[config.mk]
export PLATFORM = sky130hd
export DESIGN_NAME = hw_config_attach_control
export DESIGN_NICKNAME = d
export VERILOG_FILES = /design/src/hw_config_pkg.sv /design/src/hw_config_attach_control.sv
export SDC_FILE = /design/constraint.sdc
export NUM_CORES = 1
export LEC_CHECK = 0
export BUFFER_PORTS_ARGS = -buffer_cell sky130_fd_sc_hd__buf_2
export CAP_MARGIN = 20
export CORE_MARGIN = 2
export CORE_UTILIZATION = 35
export CTS_CLUSTER_DIAMETER = 80
export DETAILED_ROUTE_END_ITERATION = 8
export MAX_ROUTING_LAYER = met4
export PLACE_DENSITY = 0.72
export SLEW_MARGIN = 20
export SYNTH_ARGS = -nofsm -noshare
export SYNTH_HDL_FRONTEND = slang
export SYNTH_SLANG_ARGS = --single-unit
[constraint.sdc]
create_clock -name clock -period 2.1 [get_ports clock]
set_clock_uncertainty 0.05 [all_clocks]
set_input_delay 0.21 -clock clock [delete_from_list [all_inputs] [get_ports clock]]
set_output_delay 0.21 -clock clock [all_outputs]
set_load 0.03 [all_outputs]
[src/hw_config_pkg.sv]
// Purpose: Shared constants and types for the hardware configuration block.
// Assumes: APB slave with 32-bit data; one register at byte offset 0x010.
// Notes: Lower byte of the register is outside this block and reads zero.
package hw_config_pkg;

  // Register offset, byte address.
  localparam logic [11:0] HW_CONFIG_OFFSET = 12'h010;

  // Field positions inside the register.
  localparam int INDICATOR_LSB = 20;
  localparam int STATUS_BIT = 15;
  localparam int DETACH_BIT = 14;
  localparam int SOURCE_BIT = 13;
  localparam int PROTECT_BIT = 12;
  localparam int BUFFER_BIT = 10;
  localparam int ATTACH_EN_BIT = 9;
  localparam int POLARITY_BIT = 8;

  // Values after power-on reset.
  localparam logic [3:0] INDICATOR_RESET = 4'h0;
  localparam logic SOURCE_RESET = 1'b0;
  localparam logic PROTECT_RESET = 1'b0;
  localparam logic BUFFER_RESET = 1'b0;
  localparam logic ATTACH_EN_RESET = 1'b0;
  localparam logic POLARITY_RESET = 1'b0;

  // Fields that survive lighter resets while protection is set.
  typedef struct packed {
    logic [3:0] indicator_enable;
    logic descriptor_source_select;
    logic protect;
    logic buffer_push_pull;
    logic attach_enable;
    logic attach_pin_polarity;
  } protected_cfg_t;

  // Attach pin as two signals.
  typedef struct packed {
    logic value;
    logic enable;
  } pin_drive_t;

  // Detach sequencer states.
  typedef enum logic [1:0] {
    ATTACHED,
    DETACHED,
    REATTACH
  } attach_state_t;

endpackage

[src/hw_config_attach_control.sv]
// Purpose: Upper three bytes of the hardware configuration register with detach.
// Assumes: Link and wake inputs are asynchronous and synchronised here.
// Notes: reset is power-on; lite_reset is any lighter reset.
// How it works
// - Bits 23:20 enable four indicator pin functions.
// - Protect bit keeps fields through non-power-on resets.
// - Bit 15 shows a detach event occurred.
// - Writing bit 14 detaches device from USB.
// - Link or wake reattaches and sets status.
// - Bit 13 picks descriptor source without config.
// - Source bit ignored when EEPROM or OTP present.
// - Bit 10 picks open-drain or push-pull driver.
// - Bit 9 drives attach pin while attaching.
// - Attach pin also asserts on detach reattachment.
// - Bit 8 sets attach pin active level.
// - Attach pin settings matter only in HSIC.
//
// Added by the designer: the APB interface to the registers.
`timescale 1ns/1ps
module hw_config_attach_control
  import hw_config_pkg::*;
(
  // Clock and resets.
  input wire logic clock,
  input wire logic reset,
  input wire logic lite_reset,
  // APB slave.
  input wire logic psel,
  input wire logic penable,
  input wire logic pwrite,
  input wire logic [11:0] paddr,
  input wire logic [31:0] pwdata,
  output logic [31:0] prdata,
  output logic pready,
  output logic pslverr,
  // Device status inputs.
  input wire logic link_up,
  input wire logic gpio_wake,
  input wire logic usb_attempting_attach,
  input wire logic hsic_mode,
  input wire logic eeprom_present,
  input wire logic otp_configured,
  // Outputs to the rest of the device.
  output logic [3:0] indicator_enable,
  output logic use_descriptor_ram,
  output logic usb_detached,
  output logic attach_pin_out,
  output logic attach_pin_oe
);

  // Stored configuration fields.
  protected_cfg_t cfg;
  // Sticky detach status flag.
  logic detach_event_status;
  // Detach request bit, self-clearing.
  logic detach_request;
  // Detach sequencer state.
  attach_state_t state;
  // Synchronisers for pin inputs.
  logic [1:0] link_sync;
  logic [1:0] wake_sync;
  logic [1:0] attempt_sync;
  // Decoded access strobes.
  logic hit;
  logic wr_en;
  // Drive of the attach pin.
  pin_drive_t pin;
  logic attach_active;

  // Every access completes in its first access cycle, no wait states.
  assign pready = 1'b1;
  assign hit = (paddr == HW_CONFIG_OFFSET);
  // Unmapped addresses answer with an error rather than silently.
  assign pslverr = psel && penable && !hit;
  assign wr_en = psel && penable && pwrite && hit;

  // Two flops before anything looks at the asynchronous inputs.
  always_ff @(posedge clock) begin
    if (reset) begin
      link_sync <= 2'h0;
      wake_sync <= 2'h0;
      attempt_sync <= 2'h0;
    end else begin
      link_sync <= {link_sync[0], link_up};
      wake_sync <= {wake_sync[0], gpio_wake};
      attempt_sync <= {attempt_sync[0], usb_attempting_attach};
    end
  end

  // Configuration fields; lighter resets spare them while protected.
  always_ff @(posedge clock) begin
    if (reset) begin
      cfg.indicator_enable <= INDICATOR_RESET;
      cfg.descriptor_source_select <= SOURCE_RESET;
      cfg.protect <= PROTECT_RESET;
      cfg.buffer_push_pull <= BUFFER_RESET;
      cfg.attach_enable <= ATTACH_EN_RESET;
      cfg.attach_pin_polarity <= POLARITY_RESET;
    end else if (lite_reset && !cfg.protect) begin
      // Unprotected lighter reset restores defaults.
      cfg.indicator_enable <= INDICATOR_RESET;
      cfg.descriptor_source_select <= SOURCE_RESET;
      cfg.protect <= PROTECT_RESET;
      cfg.buffer_push_pull <= BUFFER_RESET;
      cfg.attach_enable <= ATTACH_EN_RESET;
      cfg.attach_pin_polarity <= POLARITY_RESET;
    end else if (wr_en && !lite_reset) begin
      cfg.indicator_enable <= pwdata[INDICATOR_LSB +: 4];
      cfg.descriptor_source_select <= pwdata[SOURCE_BIT];
      cfg.protect <= pwdata[PROTECT_BIT];
      cfg.buffer_push_pull <= pwdata[BUFFER_BIT];
      cfg.attach_enable <= pwdata[ATTACH_EN_BIT];
      cfg.attach_pin_polarity <= pwdata[POLARITY_BIT];
    end
  end

  // Detach request: set by a write, cleared once the detach is taken.
  always_ff @(posedge clock) begin
    if (reset || lite_reset) begin
      detach_request <= 1'b0;
    end else if (wr_en && pwdata[DETACH_BIT]) begin
      detach_request <= 1'b1;
    end else if (state == DETACHED) begin
      detach_request <= 1'b0;
    end
  end

  // Detach sequencer: off the bus until link or wake.
  always_ff @(posedge clock) begin
    if (reset || lite_reset) begin
      state <= ATTACHED;
    end else begin
      case (state)
        ATTACHED: begin
          if (detach_request) begin
            state <= DETACHED;
          end
        end
        DETACHED: begin
          if (link_sync[1] || wake_sync[1]) begin
            state <= REATTACH;
          end
        end
        default: begin
          state <= ATTACHED;
        end
      endcase
    end
  end

  // Status flag: set wins over a clearing write in the same cycle.
  always_ff @(posedge clock) begin
    if (reset || lite_reset) begin
      detach_event_status <= 1'b0;
    end else if (state == REATTACH) begin
      detach_event_status <= 1'b1;
    end else if (wr_en && pwdata[STATUS_BIT]) begin
      detach_event_status <= 1'b0;
    end
  end

  // Read data registered during setup so it is stable in the access phase.
  always_ff @(posedge clock) begin
    if (reset) begin
      prdata <= 32'h0000_0000;
    end else if (psel && !penable && hit && !pwrite) begin
      prdata <= 32'h0000_0000;
      prdata[INDICATOR_LSB +: 4] <= cfg.indicator_enable;
      prdata[STATUS_BIT] <= detach_event_status;
      prdata[DETACH_BIT] <= detach_request;
      prdata[SOURCE_BIT] <= cfg.descriptor_source_select;
      prdata[PROTECT_BIT] <= cfg.protect;
      prdata[BUFFER_BIT] <= cfg.buffer_push_pull;
      prdata[ATTACH_EN_BIT] <= cfg.attach_enable;
      prdata[POLARITY_BIT] <= cfg.attach_pin_polarity;
    end
  end

  // Outputs to the device; held in flops for clean timing.
  always_ff @(posedge clock) begin
    if (reset) begin
      indicator_enable <= INDICATOR_RESET;
      use_descriptor_ram <= 1'b0;
      usb_detached <= 1'b0;
    end else begin
      indicator_enable <= cfg.indicator_enable;
      // The source bit only counts when no external image exists.
      use_descriptor_ram <= cfg.descriptor_source_select &&
        !eeprom_present && !otp_configured;
      usb_detached <= (state == DETACHED);
    end
  end

  // Attach pin: active while attaching or reattaching, HSIC only.
  assign attach_active = hsic_mode && cfg.attach_enable &&
    (attempt_sync[1] || state == REATTACH);

  always_comb begin
    // Active level follows polarity; open-drain only pulls low.
    pin.value = attach_active ? cfg.attach_pin_polarity
                              : !cfg.attach_pin_polarity;
    if (cfg.buffer_push_pull) begin
      pin.enable = hsic_mode && cfg.attach_enable;
    end else begin
      pin.enable = hsic_mode && cfg.attach_enable && !pin.value;
    end
  end

  // Pin outputs registered so the pad sees no glitches.
  always_ff @(posedge clock) begin
    if (reset) begin
      attach_pin_out <= 1'b0;
      attach_pin_oe <= 1'b0;
    end else begin
      attach_pin_out <= pin.value;
      attach_pin_oe <= pin.enable;
    end
  end

  // Assertions guard the rules of this side; each names its rule.
  // Power-on reset disables all but protect_por_a, since all state is rebuilt then.
  status_set_a: assert property (@(posedge clock)
    disable iff (reset)
    state == REATTACH && !lite_reset |=> detach_event_status)
    else $error("status not set on reattach");
  request_clear_a: assert property (@(posedge clock)
    disable iff (reset || lite_reset)
    state == DETACHED |=> !detach_request)
    else $error("detach request did not clear");
  detach_go_a: assert property (@(posedge clock)
    disable iff (reset || lite_reset)
    detach_request && state == ATTACHED |=> ##1 usb_detached)
    else $error("device did not detach");
  protect_hold_a: assert property (@(posedge clock)
    disable iff (reset)
    lite_reset && cfg.protect |=> $stable(cfg))
    else $error("protected fields changed");
  protect_por_a: assert property (@(posedge clock)
    reset |=> !cfg.protect)
    else $error("protect not cleared by power-on");
  source_gate_a: assert property (@(posedge clock)
    disable iff (reset)
    (eeprom_present || otp_configured) |=> !use_descriptor_ram)
    else $error("source bit used with image present");
  hsic_gate_a: assert property (@(posedge clock)
    disable iff (reset)
    !hsic_mode |=> !attach_pin_oe)
    else $error("attach pin driven outside HSIC");
  drain_only_a: assert property (@(posedge clock)
    disable iff (reset)
    attach_pin_oe && !cfg.buffer_push_pull && $stable(cfg)
    |-> !attach_pin_out)
    else $error("open drain drove high");
  read_zero_a: assert property (@(posedge clock)
    disable iff (reset)
    1'b1 |-> prdata[31:24] == 8'h00 && prdata[19:16] == 4'h0 &&
      prdata[11] == 1'b0)
    else $error("reserved bits read nonzero");
  indicator_a: assert property (@(posedge clock)
    disable iff (reset)
    1'b1 |=> indicator_enable == $past(cfg.indicator_enable))
    else $error("indicator enables not forwarded");
  // A read setup must capture live fields, or software sees stale data.
  read_load_a: assert property (@(posedge clock)
    disable iff (reset)
    psel && !penable && hit && !pwrite
    |=> prdata[STATUS_BIT] == $past(detach_event_status) &&
      prdata[PROTECT_BIT] == $past(cfg.protect))
    else $error("read data not taken from fields");
  status_clear_a: assert property (@(posedge clock)
    disable iff (reset || lite_reset)
    wr_en && pwdata[STATUS_BIT] && state != REATTACH
    |=> !detach_event_status)
    else $error("status not cleared by write of one");
  write_take_a: assert property (@(posedge clock)
    disable iff (reset)
    wr_en && !lite_reset
    |=> cfg.indicator_enable == $past(pwdata[INDICATOR_LSB +: 4]))
    else $error("indicator enables not written");
  stay_detached_a: assert property (@(posedge clock)
    disable iff (reset || lite_reset)
    state == DETACHED && !link_sync[1] && !wake_sync[1]
    |=> state == DETACHED)
    else $error("left detached state without wake");
  reattach_pin_a: assert property (@(posedge clock)
    disable iff (reset)
    state == REATTACH && hsic_mode && cfg.attach_enable
    |=> attach_pin_out == $past(cfg.attach_pin_polarity))
    else $error("attach pin idle during reattach");

  // Cover the main scenarios, so a quiet run cannot pass unnoticed.
  // The detach cycle needs a wake within a short window of the bench.
  detach_cycle_c: cover property (@(posedge clock) disable iff (reset)
    state == DETACHED ##[1:50] state == REATTACH);
  status_clear_c: cover property (@(posedge clock) disable iff (reset)
    detach_event_status ##1 !detach_event_status);
  protect_c: cover property (@(posedge clock) disable iff (reset)
    lite_reset && cfg.protect);
  reattach_pin_c: cover property (@(posedge clock) disable iff (reset)
    state == REATTACH ##1 attach_pin_oe && attach_pin_out);
  unmapped_c: cover property (@(posedge clock) disable iff (reset)
    pslverr);

endmodule

# --- After elaboration in Yosys (flattened, before gate mapping) ---
# Index checks and enable logic that the tools add are counted.
op_classes:
  addsub: 0
  multipliers: 0
  n_div: 0
  n_lt_le_gt_ge: 0
  eq_ne: 5
  shift: 0
  muxes: 9
  n_bitwise: 0
  n_reduce_logical: 33
ops:
  columns: ["operator", "n"]
  rows:
  - ["1-bit logical AND", 16]
  - ["12-bit by 5-bit equality test with 1-bit output, second input constant", 1]
  - ["1-bit logical NOT", 9]
  - ["1-bit 2-to-1 mux", 6]
  - ["2-bit 2-to-1 mux", 2]
  - ["2-bit case mux with 2 select lines", 1]
  - ["2-bit nonzero test", 2]
  - ["1-bit logical OR", 3]
  - ["2-bit by 1-bit equality test with 1-bit output, second input constant", 1]
  - ["2-bit equality test, second input constant", 1]
  - ["2-bit logical NOT", 1]
  - ["2-bit by 1-bit != test with 1-bit output, second input constant", 1]
  - ["2-bit != test, second input constant", 1]
  - ["2-bit AND reduction", 1]
  - ["2-bit OR reduction", 1]
word_totals:
  register_bits: 38
  latch_bits: 0
  ramBits: 0
  romBits: 0
  input_bits: 56
  out_inout_bits: 42
  elab_cells: 65
  memories: 0

# --- Longest topological paths before layout ---
# Gate-level depths: netlist (run 1).
depth:
  word_depth: 7
  depth_mapped: 5

# --- Worst setup path after synthesis (run 1) ---
# OpenSTA, ideal clock, no wires.
synth_path:
  path_kind: "in2reg"
  from: "input port paddr[6]"
  to: "register prdata[20]"
  setup_ns: 0.115
  t_arrival_ns: 1.112
  slack_ns: 0.822
  cell_stages: 5
  path_buffers: 1
  cell_sequence: "nor4_4 > nand4_2 > buf_6 > nand3b_1 > o21ai_2"
synth_via:
  elab_chain_cells: 3
synth_lines:
  columns: ["element", "line_no", "text"]
  rows:
  - ["from (decl)", "hw_config_attach_control.sv:31", "input wire logic [11:0] paddr,"]
  - ["12-bit by 5-bit equality test with 1-bit output", "hw_config_attach_control.sv:72", "assign hit = (paddr == HW_CONFIG_OFFSET);"]
  - ["1-bit logical AND (2 in a row)", "hw_config_attach_control.sv:166", "end else if (psel && !penable && hit && !pwrite) begin"]
  - ["to (signal, indexed assignment)", "hw_config_attach_control.sv:168", "prdata[INDICATOR_LSB +: 4] <= cfg.indicator_enable;"]
  - ["to (signal, indexed assignment)", "hw_config_attach_control.sv:169", "prdata[STATUS_BIT] <= detach_event_status;"]
  - ["to (signal, indexed assignment)", "hw_config_attach_control.sv:170", "prdata[DETACH_BIT] <= detach_request;"]
  - ["to (decl)", "hw_config_attach_control.sv:33", "output logic [31:0] prdata,"]
# Every way passes these cells.
# A chain may end at the register's enable or synchronous reset.

# --- Worst setup path after layout (run 1) ---
layout_path:
  from: "register cfg[3] (netlist bit)"
  to: "register cfg[4] (netlist bit)"
layout_via:
  elab_chain_cells: 3
layout_lines:
  columns: ["element", "line_no", "text"]
  rows:
  - ["from (decl)", "hw_config_attach_control.sv:52", "protected_cfg_t cfg;"]
  - ["1-bit logical NOT", "hw_config_attach_control.sv:99", "end else if (lite_reset && !cfg.protect) begin"]
  - ["1-bit logical AND", "hw_config_attach_control.sv:99", null]
  - ["2-bit OR reduction (no line)", null, null]
# Every way passes these cells.

==> results of run 1 <==
[metal layers]
metal	up-vias	GRT usage, %
met1	525	12.8
met4	0	5.05
met2	47	18.2
li1	649	-
met5	-	-
met3	6	3.39
[final cells by class]
type | instances | share of cell area, %
multi-input combinational | 123 | 39.2
clock inverter | 2 | 0.682
timing repair buffer | 55 | 13.8
clock buffer | 6 | 3.59
sequential | 38 | 37.7
inverter | 5 | 0.929
tap | 67 | 4.15
[synthesized netlist by cell type, types with 3 or more instances]
cell type	n
clkbuf_1	3
o21ai_2	17
nand3_1	5
buf_4	22
nor2b_1	8
buf_6	3
inv_1	5
nand2b_1	13
nand2_1	15
nand3b_1	10
nor2_1	10
dfxtp_1	38
[logic make-up (layout without fill, tap and decap cells)]
family	Yosys count	count (layout)
simple gates	74	74
flops	38	38
buf+inv	34	68
compound gates	24	24
other cells	2	22
mux	2	2
xor+xnor	1	1
[power breakdown]
group,internal (mW),switching (mW),leakage [nW]
combinational,0.0416,0.0964,0.574
clock,0.234,0.236,0.0452
sequential,0.726,0.00111,0.308
total,1.00,0.333,0.926
[flip-flops by register name, indices dropped and copies added, names as in the netlist, 2 cells and up]
register          cells
prdata               11
wake_sync             2
link_sync             2
state                 2
cfg                   9
attempt_sync          2
indicator_enable      4
[path summary, 6_finish.rpt]
path | to | start | depth (start not counted)
min reg2reg | wake_sync[1] | wake_sync[0] | 1
min | use_descriptor_ram | eeprom_present | 2
max | cfg[4] | cfg[3] | 4
max reg2reg | cfg[4] | cfg[3] | 4
[worst max-delay path, cell delays in order, from the launching register on]
cell and delay [ns]:
dfxtp_1 0.33, nor2b_1 0.09, nor2_1 0.62, nand2_1 0.17, o21ai_2 0.13
[through the flow]
| stage | hold slack (ns) | instances | setup WS, ns | instance area (sq um) |
|---|---|---|---|---|
| after floorplan | 0.237 | 195 | 0.822 | 1790 |
| after global placement | 0.325 | 288 | 0.551 | 1930 |
| after detailed placement | 0.327 | 288 | 0.499 | 1930 |
| after CTS | 0.0238 | 296 | 0.620 | 2020 |
| after global routing | 0.0417 | 296 | 0.496 | 2020 |
| final | 0.0343 | 296 | 0.644 | 2020 |
==> results.toml, run 1 <==
[timing]
finalCriticalPeriod_ns = 1.46
final-setup-viol-count = 0
fmax_mhz = 687
rsz0062_at_grt = "false"
maxSlewHeadroom_pct = 47.1
maxSlewViolCount = 0
finalCritPeriodShare_pct = 69.3
hold_viol = 0
tns_ns = 0
tightestPinTransition_ns = 0.791

[worst_setup_path]
critical_path_class = "flop to flop"
cp.arrival_ns = 1.62
r2r_slack_ns = 0.64
startpoint_type = "flop"
critPathMaxFanout = 13
crit_required_ns = 2.26
worst_setup_path_end_kind = "flop"

[finish]
fin_util_pct = 42.8
layout-drive-gt1-share_pct = 37.6
layout.nets = 284
final_common_cell = "buf_2"
final_cell_mix = "buf_2 (54), dfxtp_1 (38), conb_1 (22), o21ai_2 (17), nand2_1 (15)"
areaGrowthSynthToFinish_pct = 18.0
multi_input_area_sq_um = 792
seq_area_sq_um = 761
nFillCells = 498
diodes = 0

[synth]
synthDistinctLibCells = 33
yosysWarnings = 0
synth-xor-area-share_pct = 0.512
synth_top_area_share_pct = 44.4
syn_area_sq_um = 1710
ys_seq_area_share_pct = 44.4
synth_cells = 175
async_flop_share_pct = 0
synth-compound-area-share_pct = 11.5
synth-main-ff-cell = "dfxtp_1"
synthMuxAreaShare_pct = 1.17
synth_simple_gate_area_share_pct = 28.3
yosysTopAreaCell = "dfxtp_1"
synth_top_family_by_area = "simple AND/OR/NAND/NOR gates"
synth_edf_count = 0
synth_area_leaders = "dfxtp_1 (44%), buf_4 (9.6%), o21ai_2 (8.7%)"
syn_area_per_cell_sq_um = 9.78
synth_seq_cells = 38
synth_adder_area_share_pct = 0

[grt]
track_usage_pct = 11.2
grt_pass1_vias = 1056
antenna_found_initial = 0
grt.overflow.total = 0
grt_max_degree = 35
grt_pass1_wl_um = 4600

[detailed_routing]
drc = 0
wire_per_inst_um = 9.67
antenna_left = 0
m1WireLength_um = 1270
vias = 1227
drt_wl_total_um = 2860
drt-initial-drc-count = 48
top_layer_used = "met4"
drtPass1Iterations = 4
wl_met2_um = 1340
routed-wl-met3_um = 177
viasPerCell = 4.15

[die]
ios = 98
core_area_sq_um = 4720
fp.dieH_um = 73.9
dieArea_sq_um = 5470
start_util_pct = 36.2
rows = 25
die_w_um = 73.9

[status]
status = "complete, no violations"

[worst_hold_path]
hp-class = "input pin to flop"

[pwr]
powerDensity_nw_per_um2 = 661
p_leak_nw = 0.926
finalPower_mw = 1.33
ir_worst_vdd_mv = 0.285

[clocking]
clockBufferDepth = 2
cts_buffers = 5
cts_root_buffer = "clkbuf_8"
clk_pin_slew_ns = 0.07
clk_latency_ns = 0.28
h-tree-depth = 2
numClockSinks = 38
cts_setup_buffers = 0
cts_tree = "built"
post_cts_resized = 0
postCtsHoldBufs = 0

[place]
portBuffers = 54
finalWeightedCongestion = 0.779
place_hpwl_um = 2180

[run]
maxCapViolations = 0
(Power assumes the default switching activity.)
==> inputs of run 2 (changes only) <==
Settings changed: ABC_AREA set to 1, PLACE_DENSITY 0.72 to 0.75.
Clock period 2.1 ns to 1.3 ns, I/O delays scaled along.
==> run 2 against run 1 <==
  * Final cell count grew 21%
  * Sequential share of layout area shrank 1.1 points
  * Via count grew 17%
  * Critical path type unchanged
  * Critical endpoint is now attach_pin_oe
==> results.toml, run 2 <==
[synth]
yosysWarnings = 0
async_flop_share_pct = 0
synth_top_family_by_area = "simple AND/OR/NAND/NOR gates"
syn_area_sq_um = 1690
yosysMostFrequentCell = "nor2_1"
synth_cells = 239
synth_simple_gate_area_share_pct = 30.7
synth_adder_area_share_pct = 0
synth-compound-area-share_pct = 2.07
ys_seq_area_share_pct = 45.0
synth-main-ff-cell = "dfxtp_1"
synthDistinctLibCells = 24
yosysTopAreaCell = "dfxtp_1"
synth-xor-area-share_pct = 0.519
synth_area_leaders = "dfxtp_1 (45%), nor2_1 (14%), nand2_1 (11%)"
synthMuxAreaShare_pct = 0
synth_seq_cells = 38
synth_edf_count = 0
yosys-top-cells-count = "nor2_1 (62), nand2_1 (48), inv_1 (42)"
syn_area_per_cell_sq_um = 7.07
synth_top_area_share_pct = 45.0

[finish]
fin_cells = 357
regMostFlops = "prdata"
nFillCells = 505
final_common_cell = "nor2_1"
multi_input_area_sq_um = 647
reg.largest.list = "prdata (11), cfg (9), indicator_enable (4)"
largest_reg_flops = 11
fin_util_pct = 44.3
seq_area_sq_um = 761
layout.nets = 359
diodes = 0
final_cell_mix = "nor2_1 (61), buf_2 (54), nand2_1 (48), inv_1 (42), dfxtp_1 (38)"
areaGrowthSynthToFinish_pct = 23.1
layout-drive-gt1-share_pct = 24.8
stdcell_area_sq_um = 2080

[place]
pre_cts_ws_ns = 0.0482
finalWeightedCongestion = 0.753
portBuffers = 54
place_area_sq_um = 1960
place_hpwl_um = 2480
dpl.cell_count = 346

[worst_setup_path]
crit_cells = 8
critical-path-top-delay-family = "simple AND/OR/NAND/NOR gates"
startpoint = "state[1]"
critPathSlowestCell = "dfxtp_1"
max_stage_delay_ns = 0.33
startpoint_type = "flop"
cp.arrival_ns = 1.34
critical_path_class = "flop to flop"
worst_setup_path_end_kind = "flop"
crit_required_ns = 1.44
cp_cell_sequence = "inv_1 > nor2_2 > nor2_1 > nor2_1 > xor2_1 > nand2_1 > nand2_1 > inv_1"
critPathMaxFanout = 2
path_buf_inv = 2
r2r-start = "state[1]"
reg2reg_depth = 8
r2r_slack_ns = 0.1

[pwr]
finalPower_mw = 2.12
p_leak_nw = 1.21
powerDensity_nw_per_um2 = 1020
ir_worst_vdd_mv = 0.512

[clocking]
cts_tree = "built"
clk_latency_ns = 0.29
clk_pin_slew_ns = 0.07
h-tree-depth = 2
cts_root_buffer = "clkbuf_8"
cts_buffers = 5
numClockSinks = 38
clockBufferDepth = 2

[status]
status = "complete, no violations"

[detailed_routing]
antenna_left = 0
vias = 1432
wire_per_inst_um = 9.11
drt_wl_total_um = 3250
viasPerCell = 4.01
drc = 0
drtPass1Iterations = 4
drt-initial-drc-count = 58

[timing]
whs_ns = 0.00638
finalCritPeriodShare_pct = 92.6
hold_viol = 0
maxSlewViolCount = 0
final-setup-viol-count = 0
rsz0062_at_grt = "false"
finalCriticalPeriod_ns = 1.20
fmax_mhz = 831
tns_ns = 0
fin_ws_ns = 0.0960

[die]
die_w_um = 73.5
start_util_pct = 36.0
rows = 25
ios = 98
core_area_sq_um = 4690
fp.dieH_um = 73.5
dieArea_sq_um = 5400

[worst_hold_path]
hp-class = "input pin to flop"
min_from = "usb_attempting_attach"
hold_path_depth = 3

[grt]
grt.overflow.total = 0
grt_pass1_vias = 1287
antenna_found_initial = 0
track_usage_pct = 13.2
grt_pass1_wl_um = 5230
grt_max_degree = 23

[run]
maxCapViolations = 0
run 2: cell count changes after synthesis, sizes merged, moves of 3 or more:
cell	previous run	this run
nand2	15	49
nand3b	11	0
o21ai	20	1
nand2b	13	0
a21oi	0	3
nor2b	8	0
nor4	4	1
nor2	10	65
inv	5	42
run 2: what timing repair did:
item / 4_1_cts / 5_1_grt
resized for setup: 0 / 1
hold buffers: 4 / 0
endpoints found under the setup margin: 0 / 1
buffers inserted: 0 / 0
endpoints found under the hold margin: 3 / 0
run 2: worst reg2reg max path, cell delays in order (launching register included):
cell     delay [ns]
dfxtp_1        0.33
inv_1          0.06
nor2_2         0.10
nor2_1         0.06
nor2_1         0.11
xor2_1         0.20
nand2_1        0.08
nand2_1        0.06
inv_1          0.04
run 2: path summary, 6_finish.rpt:
kind	endpoint
min reg2reg	link_sync[1]
min	attempt_sync[0]
max reg2reg	attach_pin_oe
max	attach_pin_oe
run 2: layout make-up:
class	instances	area share, %
clock inverter	2	0.481
multi-input combinational	152	31.1
timing repair buffer	64	17.7
inverter	42	7.58
clock buffer	5	3.31
tap	54	3.25
sequential	38	36.6
run 2: power by group:
group | switching [mW] | internal, mW
Sequential | 0.00216 | 1.17
Clock | 0.377 | 0.359
Combinational | 0.149 | 0.0623
Total | 0.528 | 1.60
run 2: metal layers:
layer / GRT usage (%) / part of all wire, % / routed length [um] / vias to the layer above
met2: 22.6 / 49 / 1600 / 45
met1: 13.4 / 41 / 1340 / 607
met5: - / 0 / 0 / -
met3: 4.25 / 7.7 / 249 / 8
li1: - / - / - / 772
met4: 6.67 / 2.0 / 66 / 0
run 2: kinds of logic after synthesis:
group,after synthesis
buffers and inverters,69
other,2
xor gates and xnor gates,1
DFF,38
AOI/OAI and AO/OA,6
and+or+nand+nor,123
